==> src/core/clkctl_pkg.sv <==
package clkctl_pkg;

	////////////////////////////////////////////////////////////////////////
	// Timing
	localparam int unsigned CLK_PERIOD_NS = 20;
	localparam int unsigned FAST_OSC_PERIOD_NS = 100;
	localparam int unsigned SLOW_OSC_PERIOD_NS = 31250;
	localparam int unsigned FAST_OSC_CYCLES = FAST_OSC_PERIOD_NS / CLK_PERIOD_NS;
	localparam int unsigned SLOW_OSC_CYCLES = SLOW_OSC_PERIOD_NS / CLK_PERIOD_NS;
	localparam logic [2:0] FAST_CNT_MAX = 3'(FAST_OSC_CYCLES - 1);
	localparam logic [10:0] SLOW_CNT_MAX = 11'(SLOW_OSC_CYCLES - 1);
	// Fast oscillator ticks without an oscillator edge that declare the source missing
	localparam logic [3:0] MISS_LIMIT = 4'h8;
	localparam int unsigned NUM_PERIPH = 8;

	////////////////////////////////////////////////////////////////////////
	// Register offsets
	localparam logic [7:0] PLL_CTL_OFF = 8'h00;
	localparam logic [7:0] PLL_MULT_OFF = 8'h04;
	localparam logic [7:0] PLL_STAT_OFF = 8'h08;
	localparam logic [7:0] SYS_DIV_OFF = 8'h0c;
	localparam logic [7:0] SS_DIV_OFF = 8'h10;
	localparam logic [7:0] ANA_CTL_OFF = 8'h14;
	localparam logic [7:0] CTRL_REQ_OFF = 8'h18;
	localparam logic [7:0] MST_RECLAIM_OFF = 8'h1c;
	localparam logic [7:0] RUN_GATE_OFF = 8'h20;
	localparam logic [7:0] SLP_GATE_OFF = 8'h24;
	localparam logic [7:0] DS_GATE_OFF = 8'h28;
	localparam logic [7:0] RUN_CFG_OFF = 8'h2c;
	localparam logic [7:0] DEV_CFG_OFF = 8'h30;
	localparam logic [7:0] DS_CFG_OFF = 8'h34;
	localparam logic [7:0] SYS_CTRL_OFF = 8'h38;
	localparam logic [7:0] CLPM_STAT_OFF = 8'h3c;

	////////////////////////////////////////////////////////////////////////
	// Field positions and reset values
	localparam int unsigned PLL_EN_BIT = 0;
	localparam int unsigned OWN_REQ_BIT = 0;
	localparam int unsigned ANA_SRC_BIT = 4;
	localparam int unsigned ACG_BIT = 0;
	localparam int unsigned SS_SRC_BIT = 1;
	localparam int unsigned CAN_SEL_LSB = 2;
	localparam int unsigned DS_DIV_LSB = 4;
	localparam int unsigned SOE_BIT = 1;
	localparam int unsigned DEEP_SEL_BIT = 2;
	localparam logic [7:0] DEV_CFG_RST = 8'hff;
	localparam logic [7:0] GATE_RST = 8'h00;

	////////////////////////////////////////////////////////////////////////
	// Encodings
	localparam logic [1:0] MODE_RUN = 2'h0;
	localparam logic [1:0] MODE_SLEEP = 2'h1;
	localparam logic [1:0] MODE_DEEP = 2'h2;
	localparam logic [1:0] SRC_OSC = 2'h0;
	localparam logic [1:0] SRC_PLL = 2'h1;
	localparam logic [1:0] SRC_FAST = 2'h2;
	localparam logic [1:0] SRC_DEEP = 2'h3;
	localparam logic [1:0] CAN_SEL_SS = 2'h0;
	localparam logic [1:0] CAN_SEL_OSC = 2'h1;
	localparam logic [1:0] CAN_SEL_EXT = 2'h2;
	localparam logic [1:0] DS_SRC_SLOW = 2'h0;
	localparam logic [1:0] DS_SRC_FAST = 2'h1;

	typedef enum logic [2:0] {ST_RUN, ST_SLEEP, ST_DEEP, ST_ISR_SLEEP, ST_ISR_DEEP} lp_state_t;

	typedef struct packed {
		logic sys;
		logic ss;
		logic ana;
		logic can;
		logic wdog;
		logic usb;
		logic cpu;
		logic ctrl;
		logic shared;
		logic [NUM_PERIPH-1:0] periph;
	} clk_out_t;

	typedef struct packed {
		logic main_pll_on;
		logic usb_pll_on;
		logic osc_power;
		logic clock_fail;
		logic [1:0] mode;
	} lp_status_t;

	typedef struct packed {
		logic pulse;
		logic [2:0] cnt;
	} div_t;

	// Whole state of the clock and low-power controller
	typedef struct packed {
		logic pll_en;
		logic [6:0] pll_mult;
		logic [2:0] sys_div;
		logic [2:0] ss_div;
		logic [2:0] ana_div;
		logic ana_src_osc;
		logic owner_ctrl;
		logic [7:0] run_gate;
		logic [7:0] slp_gate;
		logic [7:0] ds_gate;
		logic auto_gating_select;
		logic ss_src_osc;
		logic [1:0] can_sel;
		logic [7:0] dev_cfg;
		logic [1:0] ds_src;
		logic [2:0] ds_div;
		logic soe;
		logic deep_sel;
		logic [7:0] clpm;
		logic osc_s1;
		logic osc_s2;
		logic osc_s3;
		logic ext_s1;
		logic ext_s2;
		logic ext_s3;
		logic [2:0] fast_cnt;
		logic [10:0] slow_cnt;
		logic [3:0] miss_cnt;
		logic fail;
		logic [2:0] sys_cnt;
		logic [1:0] sys_sel;
		logic [2:0] ss_cnt;
		logic [1:0] ss_sel;
		logic [2:0] ds_cnt;
		logic [2:0] ana_cnt;
		lp_state_t fsm;
		clk_out_t clk;
		lp_status_t stat;
		logic [31:0] rdata;
	} state_t;

endpackage : clkctl_pkg

==> src/core/master_clock_lowpower_ctrl.sv <==
`timescale 1ns/1ns
module master_clock_lowpower_ctrl
	import clkctl_pkg::*;
(
	input wire logic CLOCK_I,
	input wire logic RESET_N_I,
	input wire logic [7:0] ADDR_I,
	input wire logic [31:0] WDATA_I,
	input wire logic WR_I,
	input wire logic RD_I,
	output logic [31:0] RDATA_O,
	input wire logic [7:0] CTRL_ADDR_I,
	input wire logic [31:0] CTRL_WDATA_I,
	input wire logic CTRL_WR_I,
	input wire logic PLL_TICK_I,
	input wire logic USB_PLL_TICK_I,
	input wire logic OSC_PIN_I,
	input wire logic XCLK_PIN_I,
	input wire logic WFI_I,
	input wire logic IRQ_I,
	input wire logic ISR_DONE_I,
	output clk_out_t CLOCKS_O,
	output lp_status_t STATUS_O,
	output logic CLOCK_FAIL_O
);

	state_t s_q;
	state_t s_d;

	////////////////////////////////////////////////////////////////////////
	// Helpers

	// Divide a tick stream by sel+1; restart drops the count so the first
	// pulse after a source change is a full period of the new source
	function automatic div_t div_step(input logic [2:0] cnt, input logic [2:0] sel, input logic tick,
			input logic restart);
		div_t r;
		r.pulse = 1'b0;
		r.cnt = cnt;
		if (restart) begin
			r.cnt = 3'h0;
		end else if (tick) begin
			if (cnt >= sel) begin
				r.cnt = 3'h0;
				r.pulse = 1'b1;
			end else begin
				r.cnt = cnt + 3'h1;
			end
		end
		return r;
	endfunction : div_step

	function automatic logic [1:0] lp_mode(input lp_state_t st);
		case (st)
			ST_SLEEP: lp_mode = MODE_SLEEP;
			ST_DEEP: lp_mode = MODE_DEEP;
			default: lp_mode = MODE_RUN;
		endcase
	endfunction : lp_mode

	// Writes to the three PLL registers, shared by whichever port owns them
	function automatic state_t pll_write(input state_t s, input logic [7:0] addr, input logic [31:0] data);
		state_t r;
		r = s;
		case (addr)
			PLL_CTL_OFF: r.pll_en = data[PLL_EN_BIT];
			PLL_MULT_OFF: r.pll_mult = data[6:0];
			SYS_DIV_OFF: r.sys_div = data[2:0];
			default: r = s;
		endcase
		return r;
	endfunction : pll_write

	////////////////////////////////////////////////////////////////////////
	// Next state

	logic osc_tick, ext_tick, fast_tick, slow_tick, is_deep;
	logic ds_tick, sys_src_tick, sys_pulse, ss_src_tick, ss_pulse;
	logic [7:0] gate_sel;
	div_t dv_sys, dv_ss, dv_ds, dv_ana;
	logic [NUM_PERIPH-1:0] periph_d;

	// Peripheral gates: setting applies only where the peripheral is configured
	generate
		for (genvar g = 0; g < NUM_PERIPH; g++) begin : g_gate
			assign periph_d[g] = ss_pulse & gate_sel[g] & s_q.dev_cfg[g];
		end
	endgenerate

	always_comb begin
		s_d = s_q;
		// Edge detectors read only the second and third flops
		osc_tick = s_q.osc_s2 & ~s_q.osc_s3;
		ext_tick = s_q.ext_s2 & ~s_q.ext_s3;
		fast_tick = (s_q.fast_cnt == FAST_CNT_MAX);
		slow_tick = (s_q.slow_cnt == SLOW_CNT_MAX);
		is_deep = (s_q.fsm == ST_DEEP);
		s_d.osc_s1 = OSC_PIN_I;
		s_d.osc_s2 = s_q.osc_s1;
		s_d.osc_s3 = s_q.osc_s2;
		s_d.ext_s1 = XCLK_PIN_I;
		s_d.ext_s2 = s_q.ext_s1;
		s_d.ext_s3 = s_q.ext_s2;
		s_d.fast_cnt = fast_tick ? 3'h0 : s_q.fast_cnt + 3'h1;
		s_d.slow_cnt = slow_tick ? 11'h000 : s_q.slow_cnt + 11'h001;

		// Missing-clock watch on the oscillator, timed by the fast oscillator, idle while the oscillator is off
		if (osc_tick || !s_q.stat.osc_power) begin
			s_d.miss_cnt = 4'h0;
		end else if (fast_tick && s_q.miss_cnt != MISS_LIMIT) begin
			s_d.miss_cnt = s_q.miss_cnt + 4'h1;
		end
		if (s_d.miss_cnt == MISS_LIMIT) begin
			s_d.fail = 1'b1;
		end

		// System clock
		if (s_q.fail) begin
			s_d.sys_sel = SRC_FAST;
		end else if (s_q.pll_en) begin
			s_d.sys_sel = SRC_PLL;
		end else begin
			s_d.sys_sel = SRC_OSC;
		end
		case (s_q.sys_sel)
			SRC_PLL: sys_src_tick = PLL_TICK_I;
			SRC_FAST: sys_src_tick = fast_tick;
			default: sys_src_tick = osc_tick;
		endcase
		dv_sys = div_step(s_q.sys_cnt, s_q.sys_div, sys_src_tick, s_d.sys_sel != s_q.sys_sel);
		s_d.sys_cnt = dv_sys.cnt;
		if (s_q.sys_sel == SRC_FAST) begin
			sys_pulse = fast_tick & ~is_deep;
		end else begin
			sys_pulse = dv_sys.pulse & ~is_deep;
		end

		// Deep sleep source and its own divider
		case (s_q.ds_src)
			DS_SRC_SLOW: ds_tick = slow_tick;
			DS_SRC_FAST: ds_tick = fast_tick;
			default: ds_tick = osc_tick;
		endcase
		dv_ds = div_step(s_q.ds_cnt, s_q.ds_div, ds_tick, ~is_deep);
		s_d.ds_cnt = dv_ds.cnt;

		// Subsystem clock
		if (is_deep) begin
			s_d.ss_sel = SRC_DEEP;
		end else if (s_q.fail) begin
			s_d.ss_sel = SRC_FAST;
		end else if (s_q.ss_src_osc) begin
			s_d.ss_sel = SRC_OSC;
		end else begin
			s_d.ss_sel = SRC_PLL;
		end
		case (s_q.ss_sel)
			SRC_DEEP: ss_src_tick = dv_ds.pulse;
			SRC_FAST: ss_src_tick = fast_tick;
			SRC_OSC: ss_src_tick = osc_tick;
			default: ss_src_tick = sys_pulse;
		endcase
		dv_ss = div_step(s_q.ss_cnt, s_q.ss_div, ss_src_tick, s_d.ss_sel != s_q.ss_sel);
		s_d.ss_cnt = dv_ss.cnt;
		ss_pulse = dv_ss.pulse;

		// Analog clock
		dv_ana = div_step(s_q.ana_cnt, s_q.ana_div, s_q.ana_src_osc ? osc_tick : sys_pulse, s_q.fail | is_deep);
		s_d.ana_cnt = dv_ana.cnt;

		// Gating register in force; Sleep keeps the Run frequency
		if (s_q.auto_gating_select && s_q.fsm == ST_SLEEP) begin
			gate_sel = s_q.slp_gate;
		end else if (s_q.auto_gating_select && is_deep) begin
			gate_sel = s_q.ds_gate;
		end else begin
			gate_sel = s_q.run_gate;
		end

		s_d.clk.sys = sys_pulse;
		s_d.clk.ss = ss_pulse;
		s_d.clk.ana = ~is_deep & (s_q.fail ? fast_tick : dv_ana.pulse);
		case (s_q.can_sel)
			CAN_SEL_OSC: s_d.clk.can = osc_tick;
			CAN_SEL_EXT: s_d.clk.can = ext_tick;
			default: s_d.clk.can = ss_pulse;
		endcase
		s_d.clk.wdog = osc_tick;
		s_d.clk.usb = USB_PLL_TICK_I & ~is_deep;
		s_d.clk.cpu = ss_pulse & (lp_mode(s_q.fsm) == MODE_RUN);
		s_d.clk.ctrl = sys_pulse;
		s_d.clk.shared = sys_pulse;
		s_d.clk.periph = periph_d;

		// Low-power sequencing
		case (s_q.fsm)
			ST_RUN: begin
				if (WFI_I) begin
					s_d.fsm = s_q.deep_sel ? ST_DEEP : ST_SLEEP;
				end
			end
			ST_SLEEP: begin
				if (IRQ_I) begin
					s_d.fsm = s_q.soe ? ST_ISR_SLEEP : ST_RUN;
				end
			end
			ST_DEEP: begin
				if (IRQ_I) begin
					s_d.fsm = s_q.soe ? ST_ISR_DEEP : ST_RUN;
				end
			end
			ST_ISR_SLEEP: begin
				if (ISR_DONE_I) begin
					s_d.fsm = s_q.soe ? ST_SLEEP : ST_RUN;
				end else if (WFI_I) begin
					s_d.fsm = s_q.deep_sel ? ST_DEEP : ST_SLEEP;
				end
			end
			ST_ISR_DEEP: begin
				if (ISR_DONE_I) begin
					s_d.fsm = s_q.soe ? ST_DEEP : ST_RUN;
				end else if (WFI_I) begin
					s_d.fsm = s_q.deep_sel ? ST_DEEP : ST_SLEEP;
				end
			end
			default: s_d.fsm = ST_RUN;
		endcase
		s_d.stat.mode = lp_mode(s_d.fsm);
		s_d.stat.main_pll_on = (s_d.fsm != ST_DEEP);
		s_d.stat.usb_pll_on = (s_d.fsm != ST_DEEP);
		s_d.stat.osc_power = !(s_d.fsm == ST_DEEP && (s_q.ds_src == DS_SRC_SLOW || s_q.ds_src == DS_SRC_FAST));
		s_d.stat.clock_fail = s_d.fail;

		// Control-port writes
		if (CTRL_WR_I) begin
			if (s_q.owner_ctrl) begin
				s_d = pll_write(s_d, CTRL_ADDR_I, CTRL_WDATA_I);
			end
			case (CTRL_ADDR_I)
				CTRL_REQ_OFF: s_d.owner_ctrl = s_d.owner_ctrl | CTRL_WDATA_I[OWN_REQ_BIT];
				ANA_CTL_OFF: begin
					s_d.ana_div = CTRL_WDATA_I[2:0];
					s_d.ana_src_osc = CTRL_WDATA_I[ANA_SRC_BIT];
				end
				CLPM_STAT_OFF: s_d.clpm = CTRL_WDATA_I[7:0];
				default: s_d.clpm = s_d.clpm;
			endcase
		end

		// Master-port writes; a reclaim beats a same-cycle control request
		if (WR_I) begin
			if (!s_q.owner_ctrl) begin
				s_d = pll_write(s_d, ADDR_I, WDATA_I);
			end
			case (ADDR_I)
				MST_RECLAIM_OFF: s_d.owner_ctrl = s_d.owner_ctrl & ~WDATA_I[OWN_REQ_BIT];
				SS_DIV_OFF: s_d.ss_div = WDATA_I[2:0];
				RUN_GATE_OFF: s_d.run_gate = WDATA_I[7:0];
				SLP_GATE_OFF: s_d.slp_gate = WDATA_I[7:0];
				DS_GATE_OFF: s_d.ds_gate = WDATA_I[7:0];
				RUN_CFG_OFF: begin
					s_d.auto_gating_select = WDATA_I[ACG_BIT];
					s_d.ss_src_osc = WDATA_I[SS_SRC_BIT];
					s_d.can_sel = WDATA_I[CAN_SEL_LSB+1:CAN_SEL_LSB];
				end
				DEV_CFG_OFF: s_d.dev_cfg = WDATA_I[7:0];
				DS_CFG_OFF: begin
					s_d.ds_src = WDATA_I[1:0];
					s_d.ds_div = WDATA_I[DS_DIV_LSB+2:DS_DIV_LSB];
				end
				SYS_CTRL_OFF: begin
					s_d.soe = WDATA_I[SOE_BIT];
					s_d.deep_sel = WDATA_I[DEEP_SEL_BIT];
				end
				default: s_d.owner_ctrl = s_d.owner_ctrl;
			endcase
		end

		// Read data stands for exactly one cycle
		s_d.rdata = 32'h0000_0000;
		if (RD_I) begin
			case (ADDR_I)
				PLL_CTL_OFF: s_d.rdata = {31'h0, s_q.pll_en};
				PLL_MULT_OFF: s_d.rdata = {25'h0, s_q.pll_mult};
				PLL_STAT_OFF: s_d.rdata = {27'h0, s_q.stat.main_pll_on, s_q.stat.mode, s_q.owner_ctrl, s_q.fail};
				SYS_DIV_OFF: s_d.rdata = {29'h0, s_q.sys_div};
				SS_DIV_OFF: s_d.rdata = {29'h0, s_q.ss_div};
				ANA_CTL_OFF: s_d.rdata = {27'h0, s_q.ana_src_osc, 1'b0, s_q.ana_div};
				CTRL_REQ_OFF: s_d.rdata = {31'h0, s_q.owner_ctrl};
				RUN_GATE_OFF: s_d.rdata = {24'h0, s_q.run_gate};
				SLP_GATE_OFF: s_d.rdata = {24'h0, s_q.slp_gate};
				DS_GATE_OFF: s_d.rdata = {24'h0, s_q.ds_gate};
				RUN_CFG_OFF: s_d.rdata = {28'h0, s_q.can_sel, s_q.ss_src_osc, s_q.auto_gating_select};
				DEV_CFG_OFF: s_d.rdata = {24'h0, s_q.dev_cfg};
				DS_CFG_OFF: s_d.rdata = {25'h0, s_q.ds_div, 2'h0, s_q.ds_src};
				SYS_CTRL_OFF: s_d.rdata = {29'h0, s_q.deep_sel, s_q.soe, 1'b0};
				CLPM_STAT_OFF: s_d.rdata = {24'h0, s_q.clpm};
				default: s_d.rdata = 32'h0000_0000;
			endcase
		end
	end

	always_ff @(posedge CLOCK_I or negedge RESET_N_I) begin
		if (!RESET_N_I) begin
			s_q <= '0;
			s_q.dev_cfg <= DEV_CFG_RST;
			s_q.run_gate <= GATE_RST;
			s_q.stat.main_pll_on <= 1'b1;
			s_q.stat.usb_pll_on <= 1'b1;
			s_q.stat.osc_power <= 1'b1;
		end else begin
			s_q <= s_d;
		end
	end

	assign RDATA_O = s_q.rdata;
	assign CLOCKS_O = s_q.clk;
	assign STATUS_O = s_q.stat;
	assign CLOCK_FAIL_O = s_q.fail;
endmodule : master_clock_lowpower_ctrl

==> config.mk <==
export PLATFORM = sky130hd
export DESIGN_NAME = master_clock_lowpower_ctrl
export DESIGN_NICKNAME = d
export VERILOG_FILES = /design/src/core/clkctl_pkg.sv /design/src/core/master_clock_lowpower_ctrl.sv
export SDC_FILE = /design/constraint.sdc
export NUM_CORES = 1
export LEC_CHECK = 0
export ABC_AREA = 1
export BUFFER_PORTS_ARGS = -buffer_cell sky130_fd_sc_hd__buf_2
export CORE_ASPECT_RATIO = 1.4
export CORE_MARGIN = 1
export CORE_UTILIZATION = 56
export DETAILED_ROUTE_END_ITERATION = 12
export PLACE_DENSITY = 0.81
export SLEW_MARGIN = 20
export SYNTH_ARGS = -nofsm -noshare
export SYNTH_HDL_FRONTEND = slang
export SYNTH_SLANG_ARGS = --single-unit
==> constraint.sdc <==
create_clock -name CLOCK_I -period 2 [get_ports CLOCK_I]
set_clock_uncertainty 0.05 [all_clocks]
set_input_delay 0.2 -clock CLOCK_I [delete_from_list [all_inputs] [get_ports CLOCK_I]]
set_output_delay 0.2 -clock CLOCK_I [all_outputs]
set_load 0.05 [all_outputs]
After elaboration in Yosys (flattened, before gate mapping)
Cells that the tools add are included.
{"block": "totals", "ff_bits": 169, "output_inout_bits": 56, "word_cells": 225, "input_bits": 92}
{"block": "classes", "bitwise_logic": 30, "n_reduce_logical": 14, "addsub": 7, "n_mux": 78, "n_eq_ne": 40, "order_cmp": 4}
{"operator": "169-bit two-way mux", "count": 6}
{"operator": "8-bit case mux with 15 select lines", "count": 1}
{"operator": "8-bit by 6-bit equality test with 1-bit output (second input constant)", "count": 9}
{"operator": "8-bit two-way mux", "count": 8}
{"operator": "3-bit two-way mux", "count": 18}
{"operator": "8-bit by 5-bit equality test with 1-bit output (second input constant)", "count": 6}
{"operator": "4-bit two-way mux", "count": 8}
{"operator": "1-bit AND", "count": 24}
{"operator": "8-bit by 4-bit equality test with 1-bit output (second input constant)", "count": 3}
{"operator": "1-bit two-way mux", "count": 19}
{"operator": "8-bit by 3-bit equality test with 1-bit output (second input constant)", "count": 2}
{"operator": "8-bit logical NOT", "count": 2}
{"operator": "3-bit by 1-bit adder with 3-bit output (second input constant)", "count": 5}
{"operator": "3-bit case mux with 5 select lines", "count": 1}
{"operator": "2-bit two-way mux", "count": 7}
{"operator": "7-bit two-way mux", "count": 2}
{"operator": "3-bit greater-or-equal comparator", "count": 4}
{"operator": "11-bit by 1-bit adder with 11-bit output (second input constant)", "count": 1}
{"operator": "11-bit equality test (second input constant)", "count": 1}
{"operator": "11-bit two-way mux", "count": 1}
{"operator": "3-bit by 2-bit equality test with 1-bit output (second input constant)", "count": 3}
{"operator": "2-bit equality test (second input constant)", "count": 4}
{"operator": "2-bit case mux with 2 select lines", "count": 2}
{"operator": "2-bit by 1-bit equality test with 1-bit output (second input constant)", "count": 3}
{"operator": "other kinds (17)", "count": 33}

Longest topological paths before layout
{"block": "logic_depth", "word_depth": 23, "ltp_mapped": 14, "depth_no_buf": 14}

Worst setup path after synthesis
No wires, ideal clock.
{"block": "synth_path", "kind": "register -> register", "startpoint": "register s_q (netlist bit CLOCK_FAIL_O)", "endpoint": "register s_q[68] (netlist bit)", "stages_incl_launch_ff": 12, "path_slack_ns": 0.152, "arrival_ns": 1.680, "period_less_slack_ns": 1.848, "cell_sequence": "dfrtp_1 -> inv_2 -> nand3_1 -> nand3_1 -> nor2_1 -> nand2_1 -> nand2_1 -> nand2_1 -> nand2_2 -> nand3_1 -> nand3_1 -> nand2_1"}
{"block": "synth_between", "elab_chain_len": 14}
{"element": "from (decl)", "line": "master_clock_lowpower_ctrl.sv:27", "rtl": "state_t s_q;"}
{"element": "2-bit two-way mux", "line": "master_clock_lowpower_ctrl.sv:118", "rtl": "if (s_q.fail) begin"}
{"element": "2-bit inequality test", "line": "master_clock_lowpower_ctrl.sv:130", "rtl": "dv_sys = div_step(s_q.sys_cnt, s_q.sys_div, sys_src_tick, s_d.sys_sel != s_q.sys_sel);"}
{"element": "1-bit two-way mux", "line": "master_clock_lowpower_ctrl.sv:40", "rtl": "if (restart) begin"}
{"element": "1-bit AND", "line": "master_clock_lowpower_ctrl.sv:135", "rtl": "sys_pulse = dv_sys.pulse & ~is_deep;"}
{"element": "1-bit two-way mux", "line": "master_clock_lowpower_ctrl.sv:132", "rtl": "if (s_q.sys_sel == SRC_FAST) begin"}
{"element": "1-bit case mux with 3 select lines", "line": "master_clock_lowpower_ctrl.sv:157", "rtl": "case (s_q.ss_sel)"}
{"element": "4-bit two-way mux", "line": "master_clock_lowpower_ctrl.sv:42", "rtl": "end else if (tick) begin"}
{"element": "3-bit two-way mux *", "line": "master_clock_lowpower_ctrl.sv:40"}
{"element": "169-bit two-way mux", "line": "master_clock_lowpower_ctrl.sv:236", "rtl": "if (s_q.owner_ctrl) begin"}
{"element": "169-bit two-way mux", "line": "master_clock_lowpower_ctrl.sv:235", "rtl": "if (CTRL_WR_I) begin"}
{"element": "169-bit two-way mux *", "line": "master_clock_lowpower_ctrl.sv:235"}
{"element": "169-bit two-way mux", "line": "master_clock_lowpower_ctrl.sv:252", "rtl": "if (!s_q.owner_ctrl) begin"}
{"element": "169-bit two-way mux", "line": "master_clock_lowpower_ctrl.sv:251", "rtl": "if (WR_I) begin"}
{"element": "169-bit two-way mux *", "line": "master_clock_lowpower_ctrl.sv:251"}
Mark *: on every way between the ends. The rest lies on a longest branch, timed or not. The select of a mux whose other input is x is not followed.

Worst setup path after layout
{"block": "layout_path", "startpoint": "register s_q[80] (netlist bit)", "endpoint": "register s_q (netlist bit CLOCKS_O[6])"}
{"block": "layout_between", "elab_chain_len": 15}
{"element": "11-bit equality test *", "line": "master_clock_lowpower_ctrl.sv:96", "rtl": "slow_tick = (s_q.slow_cnt == SLOW_CNT_MAX);"}
{"element": "1-bit case mux with 2 select lines *", "line": "master_clock_lowpower_ctrl.sv:139", "rtl": "case (s_q.ds_src)"}
{"element": "4-bit two-way mux *", "line": "master_clock_lowpower_ctrl.sv:42"}
{"element": "1-bit two-way mux *", "line": "master_clock_lowpower_ctrl.sv:40"}
{"element": "1-bit case mux with 3 select lines *", "line": "master_clock_lowpower_ctrl.sv:157"}
{"element": "4-bit two-way mux *", "line": "master_clock_lowpower_ctrl.sv:42"}
{"element": "1-bit two-way mux *", "line": "master_clock_lowpower_ctrl.sv:40"}
{"element": "1-bit AND * (2 in series)", "line": "master_clock_lowpower_ctrl.sv:86", "rtl": "assign periph_d[g] = ss_pulse & gate_sel[g] & s_q.dev_cfg[g];"}
{"element": "net periph_d[6]", "line": "master_clock_lowpower_ctrl.sv:81", "rtl": "logic [NUM_PERIPH-1:0] periph_d;"}
{"element": "169-bit two-way mux", "line": "master_clock_lowpower_ctrl.sv:236"}
{"element": "169-bit two-way mux", "line": "master_clock_lowpower_ctrl.sv:235"}
{"element": "169-bit two-way mux *", "line": "master_clock_lowpower_ctrl.sv:235"}
{"element": "169-bit two-way mux", "line": "master_clock_lowpower_ctrl.sv:252"}
{"element": "169-bit two-way mux", "line": "master_clock_lowpower_ctrl.sv:251"}
{"element": "169-bit two-way mux *", "line": "master_clock_lowpower_ctrl.sv:251"}
The timed path passes the listed nets; every way through them passes the cells marked *. The select of a mux whose other input is x is not followed.

==> flow_summary.rst <==
.. list-table::
   :header-rows: 1

   * - Metric
     - Value
   * - Final GP Congestion
     - 0.945
   * - Number of global-route vias before repair
     - 6,502
   * - Clock tree from TritonCTS
     - built
   * - Buffer levels on the longest clock path
     - 2
   * - Final core utilization
     - 0.676
   * - Mapped Avg Cell Area
     - 8.13 um2
   * - Depth of the CTS H-tree
     - 4
   * - Standard-cell rows
     - 49
   * - Maximum VDD drop
     - 0.000547 V
   * - Clock transition at path regs
     - 0.07 ns
   * - Count of different cell masters after synthesis
     - 49
   * - Initial antenna violation count
     - 0
   * - Crit path launch type
     - flip-flop
   * - Pin count of the biggest net entering global routing
     - 58
   * - GR Util All Layers
     - 0.291
   * - DRC marker count from the first detailed-route iteration
     - 452
   * - Total length of routed wires
     - 19,100 um
   * - Net count, final
     - 1,129
   * - CTS sink count
     - 141
   * - Post-DR vias/cell
     - 5.42
   * - Violations in the final reports
     - hold timing
   * - Endpoint arrival time on the critical path
     - 2.29 ns
   * - Number of diodes
     - 0
   * - Cell at the root of the clock tree
     - sky130_fd_sc_hd__clkbuf_16
   * - Ys Warns
     - 0
   * - Ratio of cells with drive above 1 in the final layout
     - 0.191
   * - Hold crit path type
     - in2reg
   * - PortBufs
     - 75
   * - Final Hold Vio Count
     - 1
   * - Element type at the critical path end
     - flip-flop
   * - Number of remaining DRC errors
     - 0
   * - Skew-Pair Late Insertion Delay
     - 0.42 ns
   * - I/O pin count
     - 148
   * - Most common cell after layout, fill and taps aside
     - sky130_fd_sc_hd__nand2_1
   * - Overflow after GRT
     - 0
   * - First-pass GRT wire length
     - 30,900 um
   * - Category of the most critical setup path
     - reg2reg
   * - Post-synth top flop
     - sky130_fd_sc_hd__dfrtp_1
   * - Synthesis-to-layout area growth
     - 16.7%
   * - Number of flops mapped to enable cells by yosys
     - 0
   * - Post-synthesis cell count
     - 926
   * - FF+latch count, synth
     - 141
   * - HPWL after detailed placement
     - 13,400 um
   * - Run status
     - finished, violations left
   * - Maxcap violations
     - 0
   * - Static Leakage
     - 4.45 nW
   * - Die Area
     - 13,900 um2
   * - Sequential share of the synthesized area
     - 0.470
   * - Top achievable clock speed
     - 505 MHz
   * - Largest fanout on the critical path
     - 5
   * - Power density relative to cell area
     - 903 nW/um2
   * - Post-route minimum period
     - 1.98 ns
   * - Starting density of the core
     - 0.579
   * - Final-report setup violation count
     - 0
   * - Layout fillers
     - 1,046
   * - Post-route worst hold slack
     - -0.00308 ns
   * - Worst path required time
     - 2.30 ns
   * - Placeable core region
     - 13,000 um2
   * - Initial DRT Pass Iterations
     - 5
   * - Share of the clock period used by the worst path after layout
     - 0.990
   * - Async set or reset register ratio after synthesis
     - 1.00
   * - RSZ-0062 raised after global routing
     - true
   * - Top library cells by usage in the layout, fill and taps aside
     - 214 x sky130_fd_sc_hd__nand2_1, 136 x sky130_fd_sc_hd__inv_1, 130 x sky130_fd_sc_hd__dfrtp_1
   * - Overall die width
     - 100 um
   * - Routed len/inst
     - 15.9 um
   * - Count of final max-slew check failures
     - 0
   * - Via Count
     - 6,520
   * - Die extent in y
     - 139 um
   * - Number of nets still failing antenna checks after routing
     - 0
   * - Summed instance area of the synthesized netlist
     - 7530 um2
   * - Number of CTS-inserted buffers
     - 17
-- stage by stage --
stage / total power, mW / worst slack, ns / instances / cell area, um2 / setup TNS (ns)
floorplan: 4.40 / 0.152 / 949 / 7620 / 0
global placement: 4.64 / 0.145 / 1157 / 7960 / 0
detailed placement: 4.67 / 0.105 / 1157 / 7960 / 0
CTS: 7.81 / 0.0503 / 1198 / 8630 / 0
global route: 8.28 / -0.0959 / 1202 / 8790 / -0.851
finish: 7.94 / 0.0191 / 1202 / 8790 / 0
-- path summary, 6_finish.rpt --
| path | startpoint | to | slack [ns] | cells after the start |
|---|---|---|---|---|
| max | s_q[80]$_DFF_PN0_ | CLOCKS_O[6]$_DFF_PN0_ | 0.02 | 10 |
| min | WDATA_I[7] | s_q[121]$_DFFE_PN1P_ | -0.003 | 3 |
| max reg2reg | s_q[80]$_DFF_PN0_ | CLOCKS_O[6]$_DFF_PN0_ | 0.02 | 10 |
| min reg2reg | s_q[98]$_DFF_PN0_ | s_q[97]$_DFF_PN0_ | 0.31 | 0 |
| max in group asynchronous | RESET_N_I | CLOCK_FAIL_O$_DFF_PN0_ | 1.08 | 3 |
| min in group asynchronous | RESET_N_I | s_q[96]$_DFF_PN0_ | 0.19 | 2 |
-- per-layer routing --
metal,track usage,share of wire,up-vias
met5,0,0,-
met4,0.211,0.063,0
met3,0.0733,0.068,90
met2,0.474,0.49,318
met1,0.329,0.38,3034
li1,-,-,3078
-- area by class of cell --
cell class | instances | area, um2 | area share
clock buffer | 18 | 429 | 0.0488
clock inverter | 14 | 158 | 0.0179
sequential | 141 | 3540 | 0.403
multi-input combinational | 603 | 3230 | 0.367
timing repair buffer | 107 | 686 | 0.0780
tap | 178 | 223 | 0.0253
inverter | 141 | 529 | 0.0602
-- registers in the layout, indices dropped and copies added, names as in the netlist --
signal / cells
s_q: 113
CLOCKS_O: 15
RDATA_O: 8
STATUS_O: 4
CLOCK_FAIL_O: 1
-- power breakdown --
| part | switching (mW) | leakage, nW | total [mW] | internal [mW] |
|---|---|---|---|---|
| logic | 1.15 | 2.32 | 1.59 | 0.437 |
| clock network | 1.28 | 0.278 | 3.14 | 1.86 |
| registers | 0.154 | 1.84 | 3.22 | 3.06 |
-- synth_stat cells (4+ instances only) --
| cell type | count | share of area |
|---|---|---|
| sky130_fd_sc_hd__clkbuf_1 | 7 | 0.0035 |
| sky130_fd_sc_hd__o21ai_0 | 105 | 0.070 |
| sky130_fd_sc_hd__ha_1 | 26 | 0.043 |
| sky130_fd_sc_hd__nor2_1 | 56 | 0.028 |
| sky130_fd_sc_hd__xor2_1 | 7 | 0.0081 |
| sky130_fd_sc_hd__nor2_4 | 4 | 0.0060 |
| sky130_fd_sc_hd__o211ai_1 | 6 | 0.0060 |
| sky130_fd_sc_hd__nand2_2 | 6 | 0.0050 |
| sky130_fd_sc_hd__nand3_1 | 46 | 0.031 |
| sky130_fd_sc_hd__inv_1 | 137 | 0.068 |
| sky130_fd_sc_hd__nand2_1 | 221 | 0.11 |
| sky130_fd_sc_hd__a31oi_1 | 4 | 0.0033 |
| sky130_fd_sc_hd__dfrtp_1 | 131 | 0.44 |
| sky130_fd_sc_hd__nor3_1 | 10 | 0.0066 |
| sky130_fd_sc_hd__a21oi_1 | 24 | 0.016 |
| sky130_fd_sc_hd__buf_4 | 55 | 0.055 |
| sky130_fd_sc_hd__nand3_2 | 4 | 0.0053 |
| sky130_fd_sc_hd__nor2_2 | 4 | 0.0033 |
| sky130_fd_sc_hd__dfstp_2 | 10 | 0.035 |
| sky130_fd_sc_hd__nand4_1 | 12 | 0.010 |
| sky130_fd_sc_hd__o22ai_1 | 6 | 0.0050 |
-- worst max-delay path, cell delays in order (launching register included) --
cell                      delay [ns]
sky130_fd_sc_hd__dfrtp_1        0.40
sky130_fd_sc_hd__inv_1          0.07
sky130_fd_sc_hd__ha_2           0.18
sky130_fd_sc_hd__nand2_2        0.06
sky130_fd_sc_hd__nor2_2         0.09
sky130_fd_sc_hd__nand4_1        0.17
sky130_fd_sc_hd__nand2_2        0.17
sky130_fd_sc_hd__nand3_4        0.10
sky130_fd_sc_hd__a21oi_4        0.28
sky130_fd_sc_hd__nand3_4        0.20
sky130_fd_sc_hd__nor2_2         0.14
-- logic make-up (layout without fill, tap and decap cells) --
group	count (synthesis)	count (layout)	synth area share
buffers and inverters	206	280	0.131
XOR/XNOR	9	9	0.0105
multiplexers	2	2	0.00299
adder cells (fa/ha/maj)	26	26	0.0432
AND/OR/NAND/NOR	378	379	0.222
other	1	24	0.000498
flip-flops	141	141	0.470
AO/OA/AOI/OAI	163	163	0.120
-- timing repair --
item                       in CTS  in global routing
hold endpoints to repair       49                  0
setup endpoints to repair       0                 21
hold buffers                    9                  0
buffers inserted                0                  3
gates resized for setup         0                 34
(Power assumes the default switching activity.)
